`src/rtl/sib_pkg.sv`:
```
// sib_pkg: constants and types for the four-bank sdram command/state tracker.
// assumes a single 25 MHz clock; commands are sampled on its rising edge.
package sib_pkg;

    // ----------------------------------------
    // geometry and timing
    // ----------------------------------------
    localparam int          NUM_BANKS    = 4;
    localparam int          CLK_PERIOD_NS = 40;
    localparam int          TRP_NS       = 20;
    localparam int          TRCD_NS      = 20;
    localparam int          TWR_NS       = 14;
    localparam int          TXSR_NS      = 80;
    localparam int          TRP_CYC      = ((TRP_NS + CLK_PERIOD_NS - 1) / CLK_PERIOD_NS) < 1 ? 1 :
                                           ((TRP_NS + CLK_PERIOD_NS - 1) / CLK_PERIOD_NS);
    localparam int          TRCD_CYC     = ((TRCD_NS + CLK_PERIOD_NS - 1) / CLK_PERIOD_NS) < 1 ? 1 :
                                           ((TRCD_NS + CLK_PERIOD_NS - 1) / CLK_PERIOD_NS);
    localparam int          TWR_CYC      = ((TWR_NS + CLK_PERIOD_NS - 1) / CLK_PERIOD_NS) < 1 ? 1 :
                                           ((TWR_NS + CLK_PERIOD_NS - 1) / CLK_PERIOD_NS);
    localparam int          TXSR_CYC     = ((TXSR_NS + CLK_PERIOD_NS - 1) / CLK_PERIOD_NS) < 1 ? 1 :
                                           ((TXSR_NS + CLK_PERIOD_NS - 1) / CLK_PERIOD_NS);
    localparam int          CNT_W        = 4;
    localparam logic [3:0]  CNT_ZERO     = 4'h0;
    localparam logic [3:0]  CNT_ONE      = 4'h1;
    localparam logic [2:0]  BURST_LEN    = 3'h4;
    localparam logic [2:0]  BURST_ZERO   = 3'h0;
    localparam logic [1:0]  CL_DEFAULT   = 2'h2;

    // ----------------------------------------
    // command encodings {cs_n, ras_n, cas_n, we_n}
    // ----------------------------------------
    localparam logic [3:0]  CMD_NOP      = 4'h7;
    localparam logic [3:0]  CMD_ACT      = 4'h3;
    localparam logic [3:0]  CMD_READ     = 4'h5;
    localparam logic [3:0]  CMD_WRITE    = 4'h4;
    localparam logic [3:0]  CMD_BST      = 4'h6;
    localparam logic [3:0]  CMD_PRE      = 4'h2;
    localparam logic [3:0]  CMD_REF      = 4'h1;
    localparam logic [3:0]  CMD_LMR      = 4'h0;

    typedef enum logic [2:0] {
        BK_IDLE    = 3'b000,
        BK_ACTVG   = 3'b001,
        BK_ACTIVE  = 3'b010,
        BK_READ    = 3'b011,
        BK_WRITE   = 3'b100,
        BK_READ_AP = 3'b101,
        BK_WRITE_AP= 3'b110,
        BK_PRECH   = 3'b111
    } sib_bank_e;

    // decoded command broadcast to every bank
    typedef struct packed {
        logic       valid;
        logic       act;
        logic       rd;
        logic       wr;
        logic       pre;
        logic       pre_all;
        logic       bst;
        logic       ap;
        logic [1:0] bank;
    } sib_cmd_s;

endpackage

```
`src/rtl/sib_bank.sv`:
```
// sib_bank: state of one sdram bank under commands to itself and to other banks.
// assumes the decoded command is already gated by clock enable and the exit wait.
`timescale 1ns/1ps
`default_nettype none
module sib_bank #(
    parameter logic [1:0] BANK_ID = 2'h0
) (
    input  wire logic              clk,
    input  wire logic              rstn,
    input  wire sib_pkg::sib_cmd_s cmd,
    input  wire logic              is_latest,
    output sib_pkg::sib_bank_e     state,
    output logic                   bursting
);
    sib_pkg::sib_bank_e next_state;
    logic [3:0]         cnt;
    logic [3:0]         next_cnt;
    logic [2:0]         beats;
    logic [2:0]         next_beats;
    logic               wr_rec;
    logic               next_wr_rec;
    logic               mine;
    logic               other_burst;
    logic               done;

    assign mine        = cmd.valid && (cmd.bank == BANK_ID);
    assign other_burst = cmd.valid && (cmd.bank != BANK_ID) && (cmd.rd || cmd.wr);
    assign bursting    = (beats != sib_pkg::BURST_ZERO);
    assign done        = (cnt == sib_pkg::CNT_ONE);

    always_comb begin
        next_state  = state;
        next_cnt    = (cnt != sib_pkg::CNT_ZERO) ? cnt - sib_pkg::CNT_ONE : cnt;
        next_beats  = bursting ? beats - 3'h1 : beats;
        next_wr_rec = wr_rec;
        case (state)
            sib_pkg::BK_IDLE: begin
                if (mine && cmd.act) begin
                    next_state = sib_pkg::BK_ACTVG;
                    next_cnt   = 4'(sib_pkg::TRCD_CYC);
                end
                // a precharge to an idle bank changes nothing
            end
            sib_pkg::BK_ACTVG, sib_pkg::BK_PRECH: begin
                if (done) begin
                    next_state = (state == sib_pkg::BK_ACTVG) ? sib_pkg::BK_ACTIVE : sib_pkg::BK_IDLE;
                end
            end
            sib_pkg::BK_READ_AP, sib_pkg::BK_WRITE_AP: begin
                // bursting: wait for the burst end or an interrupting burst, then recovery/precharge
                if (bursting && other_burst) begin
                    next_beats = sib_pkg::BURST_ZERO;
                    if (state == sib_pkg::BK_WRITE_AP) begin
                        next_wr_rec = 1'b1;
                        next_cnt    = 4'(sib_pkg::TWR_CYC);
                    end else begin
                        next_state = sib_pkg::BK_PRECH;
                        next_cnt   = 4'(sib_pkg::TRP_CYC);
                    end
                end else if (bursting && beats == 3'h1) begin
                    if (state == sib_pkg::BK_WRITE_AP) begin
                        next_wr_rec = 1'b1;
                        next_cnt    = 4'(sib_pkg::TWR_CYC);
                    end else begin
                        next_state = sib_pkg::BK_PRECH;
                        next_cnt   = 4'(sib_pkg::TRP_CYC);
                    end
                end else if (wr_rec && done) begin
                    next_wr_rec = 1'b0;
                    next_state  = sib_pkg::BK_PRECH;
                    next_cnt    = 4'(sib_pkg::TRP_CYC);
                end
            end
            default: begin  // active, read, write
                if (mine && (cmd.rd || cmd.wr)) begin
                    next_beats = sib_pkg::BURST_LEN;
                    if (cmd.ap) begin
                        next_state = cmd.rd ? sib_pkg::BK_READ_AP : sib_pkg::BK_WRITE_AP;
                    end else begin
                        next_state = cmd.rd ? sib_pkg::BK_READ : sib_pkg::BK_WRITE;
                    end
                end else if ((mine && cmd.pre) || (cmd.valid && cmd.pre_all)) begin
                    next_state = sib_pkg::BK_PRECH;
                    next_cnt   = 4'(sib_pkg::TRP_CYC);
                    next_beats = sib_pkg::BURST_ZERO;
                end else if ((cmd.valid && cmd.bst && is_latest) || other_burst) begin
                    next_beats = sib_pkg::BURST_ZERO;
                    if (state != sib_pkg::BK_ACTIVE) next_state = sib_pkg::BK_ACTIVE;
                end else if (state != sib_pkg::BK_ACTIVE && beats == 3'h1) begin
                    next_state = sib_pkg::BK_ACTIVE;
                end
            end
        endcase
    end

    always_ff @(posedge clk or negedge rstn) begin
        if (!rstn) begin
            state  <= sib_pkg::BK_IDLE;
            cnt    <= sib_pkg::CNT_ZERO;
            beats  <= sib_pkg::BURST_ZERO;
            wr_rec <= 1'b0;
        end else begin
            state  <= next_state;
            cnt    <= next_cnt;
            beats  <= next_beats;
            wr_rec <= next_wr_rec;
        end
    end
endmodule // sib_bank
`default_nettype wire

```
`src/rtl/sib_top.sv`:
```
// sib_top: inter-bank command handling of a four-bank sdram, device side.
// assumes the pins are synchronous to clk; only bank states and data ownership are modelled.
`timescale 1ns/1ps
`default_nettype none
module sib_top (
    input  wire logic       clk,
    input  wire logic       rstn,
    input  wire logic       cke,
    input  wire logic       cs_n,
    input  wire logic       ras_n,
    input  wire logic       cas_n,
    input  wire logic       we_n,
    input  wire logic [1:0] ba,
    input  wire logic       addr_ap,
    input  wire logic       self_refresh_exit,
    input  wire logic [1:0] cas_latency,
    output logic [11:0]     bank_states,
    output logic            all_idle,
    output logic            dq_drive,
    output logic [1:0]      dq_bank,
    output logic            wr_accept,
    output logic [1:0]      wr_bank
);
    // ----------------------------------------
    // command decode
    // ----------------------------------------
    logic               cke_q;
    logic               next_cke_q;
    logic [3:0]         xsr_cnt;
    logic [3:0]         next_xsr_cnt;
    logic [3:0]         pins;
    logic               enabled;
    sib_pkg::sib_cmd_s  cmd;

    assign pins    = {cs_n, ras_n, cas_n, we_n};
    assign enabled = cke && cke_q && (xsr_cnt == sib_pkg::CNT_ZERO);

    always_comb begin
        next_cke_q   = cke;
        next_xsr_cnt = (xsr_cnt != sib_pkg::CNT_ZERO) ? xsr_cnt - sib_pkg::CNT_ONE : xsr_cnt;
        if (self_refresh_exit) next_xsr_cnt = 4'(sib_pkg::TXSR_CYC);
    end

    always_ff @(posedge clk or negedge rstn) begin
        if (!rstn) begin
            cke_q   <= 1'b0;
            xsr_cnt <= sib_pkg::CNT_ZERO;
        end else begin
            cke_q   <= next_cke_q;
            xsr_cnt <= next_xsr_cnt;
        end
    end

    always_comb begin
        cmd         = '0;
        // cs_n high (inhibit) and the nop pattern decode to nothing
        cmd.valid   = enabled && !cs_n && (pins != sib_pkg::CMD_NOP);
        cmd.act     = pins == sib_pkg::CMD_ACT;
        cmd.rd      = pins == sib_pkg::CMD_READ;
        cmd.wr      = pins == sib_pkg::CMD_WRITE;
        cmd.bst     = pins == sib_pkg::CMD_BST;
        cmd.pre     = (pins == sib_pkg::CMD_PRE) && !addr_ap;
        cmd.pre_all = (pins == sib_pkg::CMD_PRE) && addr_ap;
        cmd.ap      = addr_ap;
        cmd.bank    = ba;
    end

    // ----------------------------------------
    // banks
    // ----------------------------------------
    sib_pkg::sib_bank_e [3:0] st;
    logic [3:0]               bursting;
    logic [1:0]               latest;
    logic [1:0]               next_latest;

    // burst terminate targets whichever bank started the newest burst
    always_comb begin
        next_latest = latest;
        if (cmd.valid && (cmd.rd || cmd.wr)) next_latest = cmd.bank;
    end

    always_ff @(posedge clk or negedge rstn) begin
        if (!rstn) latest <= 2'h0;
        else       latest <= next_latest;
    end

    genvar gi;
    generate
        for (gi = 0; gi < sib_pkg::NUM_BANKS; gi++) begin : g_bank
            sib_bank #(.BANK_ID(2'(gi))) u_bank (
                .clk       (clk),
                .rstn      (rstn),
                .cmd       (cmd),
                .is_latest (latest == 2'(gi)),
                .state     (st[gi]),
                .bursting  (bursting[gi])
            );
            assign bank_states[gi*3 +: 3] = st[gi];
        end
    endgenerate

    assign all_idle = (st[0] == sib_pkg::BK_IDLE) && (st[1] == sib_pkg::BK_IDLE) &&
                      (st[2] == sib_pkg::BK_IDLE) && (st[3] == sib_pkg::BK_IDLE);

    // ----------------------------------------
    // data ownership
    // ----------------------------------------
    // a read owns dq cas latency after it is registered; a write takes dq from the next edge.
    // the pipe keeps one slot per latency step so an interrupting read replaces the old owner
    // exactly when its own first word appears, never earlier.
    logic [2:0]         rd_pipe_v;
    logic [2:0]         next_rd_pipe_v;
    logic [1:0]         rd_pipe_b [3];
    logic [1:0]         next_rd_pipe_b [3];
    logic [2:0]         rd_beats;
    logic [2:0]         next_rd_beats;
    logic [2:0]         wr_beats;
    logic [2:0]         next_wr_beats;
    logic [1:0]         next_dq_bank;
    logic [1:0]         next_wr_bank;
    logic [1:0]         lat;
    logic               new_rd;
    logic               new_wr;
    logic               cut;

    assign lat    = (cas_latency == 2'h0) ? sib_pkg::CL_DEFAULT : cas_latency;
    assign new_rd = cmd.valid && cmd.rd;
    assign new_wr = cmd.valid && cmd.wr;
    assign cut    = cmd.valid && cmd.bst;

    always_comb begin
        // every slot moves one step toward the head at slot 0 on each edge
        next_rd_pipe_v = {1'b0, rd_pipe_v[2:1]};
        next_rd_pipe_b[0] = rd_pipe_b[1];
        next_rd_pipe_b[1] = rd_pipe_b[2];
        next_rd_pipe_b[2] = 2'h0;
        next_rd_beats  = (rd_beats != sib_pkg::BURST_ZERO) ? rd_beats - 3'h1 : rd_beats;
        next_dq_bank   = dq_bank;
        next_wr_beats  = (wr_beats != sib_pkg::BURST_ZERO) ? wr_beats - 3'h1 : wr_beats;
        next_wr_bank   = wr_bank;
        if (new_rd) begin
            // slot index lat-1 reaches the head after lat edges
            if (lat == 2'h1) begin
                next_rd_pipe_v[0] = 1'b1;
                next_rd_pipe_b[0] = cmd.bank;
            end else if (lat == 2'h2) begin
                next_rd_pipe_v[1] = 1'b1;
                next_rd_pipe_b[1] = cmd.bank;
            end else begin
                next_rd_pipe_v[2] = 1'b1;
                next_rd_pipe_b[2] = cmd.bank;
            end
        end
        // write data ends at the interrupting command's edge
        if (new_rd || cut) next_wr_beats = sib_pkg::BURST_ZERO;
        if (new_wr) begin
            next_wr_beats = sib_pkg::BURST_LEN;
            next_wr_bank  = cmd.bank;
        end
        // reads are cut at once by a write or terminate
        if (new_wr || cut) begin
            next_rd_beats  = sib_pkg::BURST_ZERO;
            next_rd_pipe_v = 3'h0;
        end else if (rd_pipe_v[0]) begin
            next_rd_beats = sib_pkg::BURST_LEN;
            next_dq_bank  = rd_pipe_b[0];
        end
    end

    always_ff @(posedge clk or negedge rstn) begin
        if (!rstn) begin
            rd_pipe_v <= 3'h0;
            rd_pipe_b <= '{2'h0, 2'h0, 2'h0};
            rd_beats  <= sib_pkg::BURST_ZERO;
            dq_bank   <= 2'h0;
            wr_beats  <= sib_pkg::BURST_ZERO;
            wr_bank   <= 2'h0;
        end else begin
            rd_pipe_v <= next_rd_pipe_v;
            rd_pipe_b <= next_rd_pipe_b;
            rd_beats  <= next_rd_beats;
            dq_bank   <= next_dq_bank;
            wr_beats  <= next_wr_beats;
            wr_bank   <= next_wr_bank;
        end
    end

    assign dq_drive  = (rd_beats != sib_pkg::BURST_ZERO);
    assign wr_accept = (wr_beats != sib_pkg::BURST_ZERO);
endmodule // sib_top
`default_nettype wire
```
`config.mk`:
```
export PLATFORM = sky130hd
export DESIGN_NAME = sib_top
export DESIGN_NICKNAME = d
export VERILOG_FILES = /design/src/rtl/sib_pkg.sv /design/src/rtl/sib_bank.sv /design/src/rtl/sib_top.sv
export SDC_FILE = /design/constraint.sdc
export NUM_CORES = 1
export LEC_CHECK = 0
export BUFFER_PORTS_ARGS = -buffer_cell sky130_fd_sc_hd__buf_2
export CORE_ASPECT_RATIO = 1.5
export CORE_MARGIN = 3
export CORE_UTILIZATION = 58
export DETAILED_ROUTE_END_ITERATION = 8
export PLACE_DENSITY = 0.86
export SLEW_MARGIN = 5
export SYNTH_ARGS = -nofsm -noshare
export SYNTH_HDL_FRONTEND = slang
export SYNTH_SLANG_ARGS = --single-unit
```
`constraint.sdc`:
```
create_clock -name clk -period 8.29 [get_ports clk]
set_clock_uncertainty 0.1 [all_clocks]
set_input_delay 1.658 -clock clk [delete_from_list [all_inputs] [get_ports clk]]
set_output_delay 1.658 -clock clk [all_outputs]
set_load 0.02 [all_outputs]
```
After elaboration in Yosys (flattened, before gate mapping)
Index checks and enable logic that the tools add are counted.

Reductions and logical operators: 123. Bitwise gates (word level): 1. Eq/ne operators: 61. Add/sub/neg operators: 11. Muxes and demuxes: 147.

Operator list (number): 3-bit 2-to-1 mux (74); 4-bit 2-to-1 mux (31); 1-bit logical AND (58); 4-bit case mux with 3 select lines (4); 3-bit equality test, second input constant (12); 3-bit case mux with 3 select lines (4); 3-bit nonzero test (12); 7-bit by 5-bit inequality test with 1-bit output, second input constant (4); 7-bit nonzero test (4); 3-bit by 1-bit equality test with 1-bit output, second input constant (8); 3-bit case mux with 2 select lines (4); 2-bit 2-to-1 mux (10); 5-bit AND reduction (4); 4-bit nonzero test (5); 4-bit by 1-bit subtractor with 4-bit output, second input constant (5); 1-bit 2-to-1 mux (19); 2-bit by 1-bit inequality test with 1-bit output, second input constant (9); 3-bit by 1-bit subtractor with 3-bit output, second input constant (6); 4-bit by 1-bit equality test with 1-bit output, second input constant (4); 4-bit by 1-bit inequality test with 1-bit output, second input constant (4); 2-bit OR reduction (8); 4-bit by 3-bit equality test with 1-bit output, second input constant (3); 3-bit logical NOT (4); 3-bit by 2-bit inequality test with 1-bit output, second input constant (4); other kinds (14) (43).

Input port bits: 13. Register bits after elaboration: 70.

Logic depth before layout (Yosys ltp)
Depth in word-level cells: 11. Gate-level depth with buffers: 11. Mapped depth without buffers: 9.

Cells and area by module
From an unflattened synthesis, not the netlist that was laid out.

Cell total of the unflattened synthesis: 581. Area total of the unflattened synthesis: 5401.4 um^2.

By module, submodules not included: sib_bank at g_bank[1].u_bank ... (times used 2, area an instance 1008.5 um^2, cells each 117); sib_top (times used 1, area an instance 1337.5 um^2, cells each 118); sib_bank at g_bank[3].u_bank (times used 1, area an instance 1094.8 um^2, cells each 123); sib_bank at g_bank[0].u_bank (times used 1, area an instance 952.2 um^2, cells each 106).

Worst setup path before layout
OpenSTA, ideal clock, no wires.

Path kind: in2reg. From: input port cas_n. To: register g_bank[2].u_bank.state[0]. Stages on the path: 8. Path slack: 4.530 ns. Required time: 8.061 ns. Data arrival time: 3.531 ns. Path through: buf_2 -> or4b_1 -> a21oi_1 -> o21ai_0 -> a311oi_2 -> o311a_2 -> nor4b_2 -> nor4_2.

Word-level cells in the longest chain between the ends: 9.

Ends and longest elaborated chain: from (decl) (line sib_top.sv:11) `input wire logic cas_n,`; 4-bit by 3-bit inequality test with 1-bit output (line sib_top.sv:57) `cmd.valid = enabled && !cs_n && (pins != sib_pkg::CMD_NOP);`; 1-bit logical AND (line sib_top.sv:57); 1-bit logical AND (on tied branches) (2 in series) (line sib_bank.sv:86, sib_bank.sv:27); 1-bit logical OR (line sib_bank.sv:86) `end else if ((cmd.valid && cmd.bst && is_latest) || other_burst) begin`; 3-bit 2-to-1 mux (line sib_bank.sv:86); 3-bit 2-to-1 mux (line sib_bank.sv:82) `end else if ((mine && cmd.pre) || (cmd.valid && cmd.pre_all)) begin`; 3-bit 2-to-1 mux (line sib_bank.sv:75) `if (mine && (cmd.rd || cmd.wr)) begin`; 3-bit case mux with 3 select lines (line sib_bank.sv:36) `case (state)`; to (signal assigned) (line sib_bank.sv:98) `state <= sib_pkg::BK_IDLE;`; to (signal assigned) (line sib_bank.sv:103) `state <= next_state;`; to (decl) (line sib_bank.sv:12) `output sib_pkg::sib_bank_e state,`.

Several ways; a longest one is shown, not always the timed one. A chain may end at the register's enable or synchronous reset.

Worst setup path in the final report
Ends and elaborated chain as after synthesis.

==> flow_metrics.py <==
metrics = {
    "outcome": {
        "status": "finished, final reports clean",
    },
    "yosys": {
        "yosys.area_share.xor_xnor_pct": 2.06,
        "synth_nets": 637,
        "synth_top_area_share_pct": 34.3,
        "synth.most_common_cell": "dfrtp_1",
        "synth_compound_area_share_pct": 21.8,
        "synth-async-reset-ratio_pct": 100,
        "synth_top_family_by_area": "simple AND/OR/NAND/NOR gates",
        "synth_flop_cell": "dfrtp_1",
        "synth_top_area_cell": "dfrtp_1",
        "ys_types": 80,
        "ys_ff_latch": 70,
        "ys_warn_count": 0,
        "synth_adder_area_share_pct": 6.38,
        "yosys-mux-area-fraction_pct": 3.61,
        "ys_top_cells_by_count": "dfrtp_1, nor2_1, a21oi_1",
        "synth_seq_area_share_pct": 34.3,
        "syn_area_um2": 5100,
        "postSynthAreaPerCell_um2": 8.53,
        "syn_inst": 598,
        "synth_area_leaders": "dfrtp_1, ha_1, nor2_1",
        "synthSimpleGateAreaFrac_pct": 26.5,
        "synth_edf_count": 0,
    },
    "power_and_ir_drop": {
        "power_density_nw_per_um2": 347,
        "p_leak_nw": 2.47,
        "ir_worst_vdd_mv": 0.195,
    },
    "sta": {
        "finalMaxSlewViolations": 0,
        "hold_violations": 0,
        "period_share_pct": 53.6,
        "layout_setup_ws_ns": 3.84,
        "rsz0062_at_grt": "no",
        "tightest_slew_ns": 1.06,
        "fin_hold_ws_ns": 0.381,
        "timing.fmax_ghz": 0.225,
        "setup_viol": 0,
        "final.setup.tns_ns": 0,
        "fin_crit_ns": 4.45,
        "maxSlewHeadroom_pct": 28.8,
    },
    "floorplanning": {
        "core.rowCount": 41,
        "die_h_um": 121,
        "pin_count": 32,
        "chipWidth_um": 82.6,
        "dieArea_um2": 9980,
        "start_util_pct": 60.3,
        "core_area_um2": 8460,
    },
    "routing": {
        "drt-total-wl_um": 12400,
        "drc": 0,
        "ant_nets": 0,
        "vias": 4698,
        "viasPerCell": 6.47,
        "firstDrtPassIters": 8,
        "post_drt_wl_per_cell_um": 17.0,
        "first_iter_violations": 554,
    },
    "layout": {
        "drive_gt1_share_pct": 14.2,
        "antennaDiodeCount": 0,
        "synthToLayoutAreaGrowth_pct": 9.47,
        "fin_area_um2": 5580,
        "fin_nets": 653,
    },
    "flow_run": {
        "drv_cap": 0,
    },
    "clocking": {
        "clk_latency_ns": 0.34,
        "cts.path.max_buffers": 2,
        "hold_buffers": 0,
        "cts_root_buf": "clkbuf_16",
        "post_cts_buffers": 0,
        "cts-resized-gates": 0,
        "clk_pin_slew_worst_paths_ns": 0.06,
        "cts.sinks": 70,
        "cts_htree_levels": 3,
        "cts_tree": "done",
        "cts_made_buffers": 9,
    },
    "worst_setup_path": {
        "critPathMaxFanout": 17,
        "worst_r2r_startpoint": "xsr_cnt[0]",
        "startpoint_type": "input port",
        "crit_type": "in2reg",
        "worstSetupEndpointType": "flop",
        "crit_path_start": "cas_n",
        "required_ns": 8.41,
        "worstPathArrival_ns": 4.56,
    },
    "global_routing": {
        "grt_pass1_wl_um": 20700,
        "grt_pass1_vias": 4533,
        "grt_max_degree": 71,
        "grt_overflow_total": 0,
        "antenna_found_initial": 0,
        "grt_usage_pct": 26.4,
    },
    "min_path": {
        "min_from": "rd_pipe_v[1]",
        "holdCritPathClass": "reg2reg",
    },
    "placement": {
        "io_buffers": 31,
        "hpwl_um": 8760,
        "placed_cell_area_um2": 5270,
        "place_ws_ns": 3.57,
        "place_congestion": 0.917,
    },
}
==> worst paths after layout <==
check | end | slack, ns | cells past startpoint
max in group asynchronous | latest[1] | 6.07 | 2
worst max-delay path | g_bank[2].u_bank.state[0] | 3.84 | 8
min in group asynchronous | g_bank[1].u_bank.cnt[1] | 1.40 | 2
worst min register to register | rd_pipe_v[0] | 0.38 | 2
worst min-delay path | rd_pipe_v[0] | 0.38 | 2
worst max register to register | g_bank[2].u_bank.state[0] | 4.61 | 9
==> critical path, stage by stage <==
cell	delay [ns]
buf_2	0.15
or3b_1	0.57
nor3_2	0.92
a211oi_1	0.22
a311oi_2	0.38
o311a_2	0.32
nor4b_2	0.26
nor4_2	0.08
==> cell families (layout without fill, tap and decap cells) <==
kind of cell             Yosys count  after routing
XOR/XNOR                          12             12
AO/OA/AOI/OAI                    163            163
multiplexers                      17             17
flip-flops                        70             70
adder cells (fa/ha/maj)           26             26
buffers and inverters             65             86
AND/OR/NAND/NOR                  245            245
==> power breakdown <==
group          switching [mW]  leakage (nW)  internal (mW)  total, mW
clock                   0.155         0.141          0.242      0.397
combinational           0.518          1.46          0.413      0.931
sequential              0.148         0.874          0.463      0.611
==> cell usage in the layout, fill, tap and decap left out, types with 11 or more instances in the layout <==
| cell type | count |
|---|---|
| nand3_1 | 16 |
| buf_2 | 31 |
| a21oi_1 | 41 |
| ha_1 | 26 |
| dfrtp_1 | 70 |
| nand2b_1 | 20 |
| nor2b_1 | 13 |
| mux2_2 | 11 |
| nor2_1 | 68 |
| a211oi_1 | 12 |
| nor3_1 | 18 |
| nand2_1 | 34 |
| inv_1 | 37 |
| o21ai_0 | 35 |
==> per-layer routing <==
| layer | up-vias | GRT usage (%) | routed length, um |
|---|---|---|---|
| met5 | - | 0 | 0 |
| met4 | 0 | 13.3 | 561 |
| met3 | 53 | 4.92 | 883 |
| met2 | 247 | 44.9 | 6260 |
| li1 | 2191 | - | - |
| met1 | 2207 | 30.7 | 4670 |
==> area by class of cell <==
type | instances | area (um2)
multi-input combinational | 463 | 3080
sequential | 70 | 1750
tap | 107 | 134
clock inverter | 6 | 70.1
fill | 690 | 2880
inverter | 37 | 139
timing repair buffer | 33 | 170
clock buffer | 10 | 239
==> sequential cells by signal (all words and copies together) (netlist names) <==
signal and count:
cke_q 1, dq_bank 2, g_bank.u_bank.beats 12, g_bank.u_bank.cnt 16
g_bank.u_bank.state 12, g_bank.u_bank.wr_rec 4, latest 2, rd_beats 3
rd_pipe_b 6, rd_pipe_v 3, wr_bank 2, wr_beats 3
xsr_cnt 4
==> through the flow <==
stage                     cells  total power [mW]  util [%]
final                       726              1.94      66.0
after global routing        726              2.10      66.0
after CTS                   726              1.94      66.0
after detailed placement    710              1.53      62.3
after global placement      710              1.47      62.3
after floorplan             598              1.33         -
(Power assumes the default switching activity.)
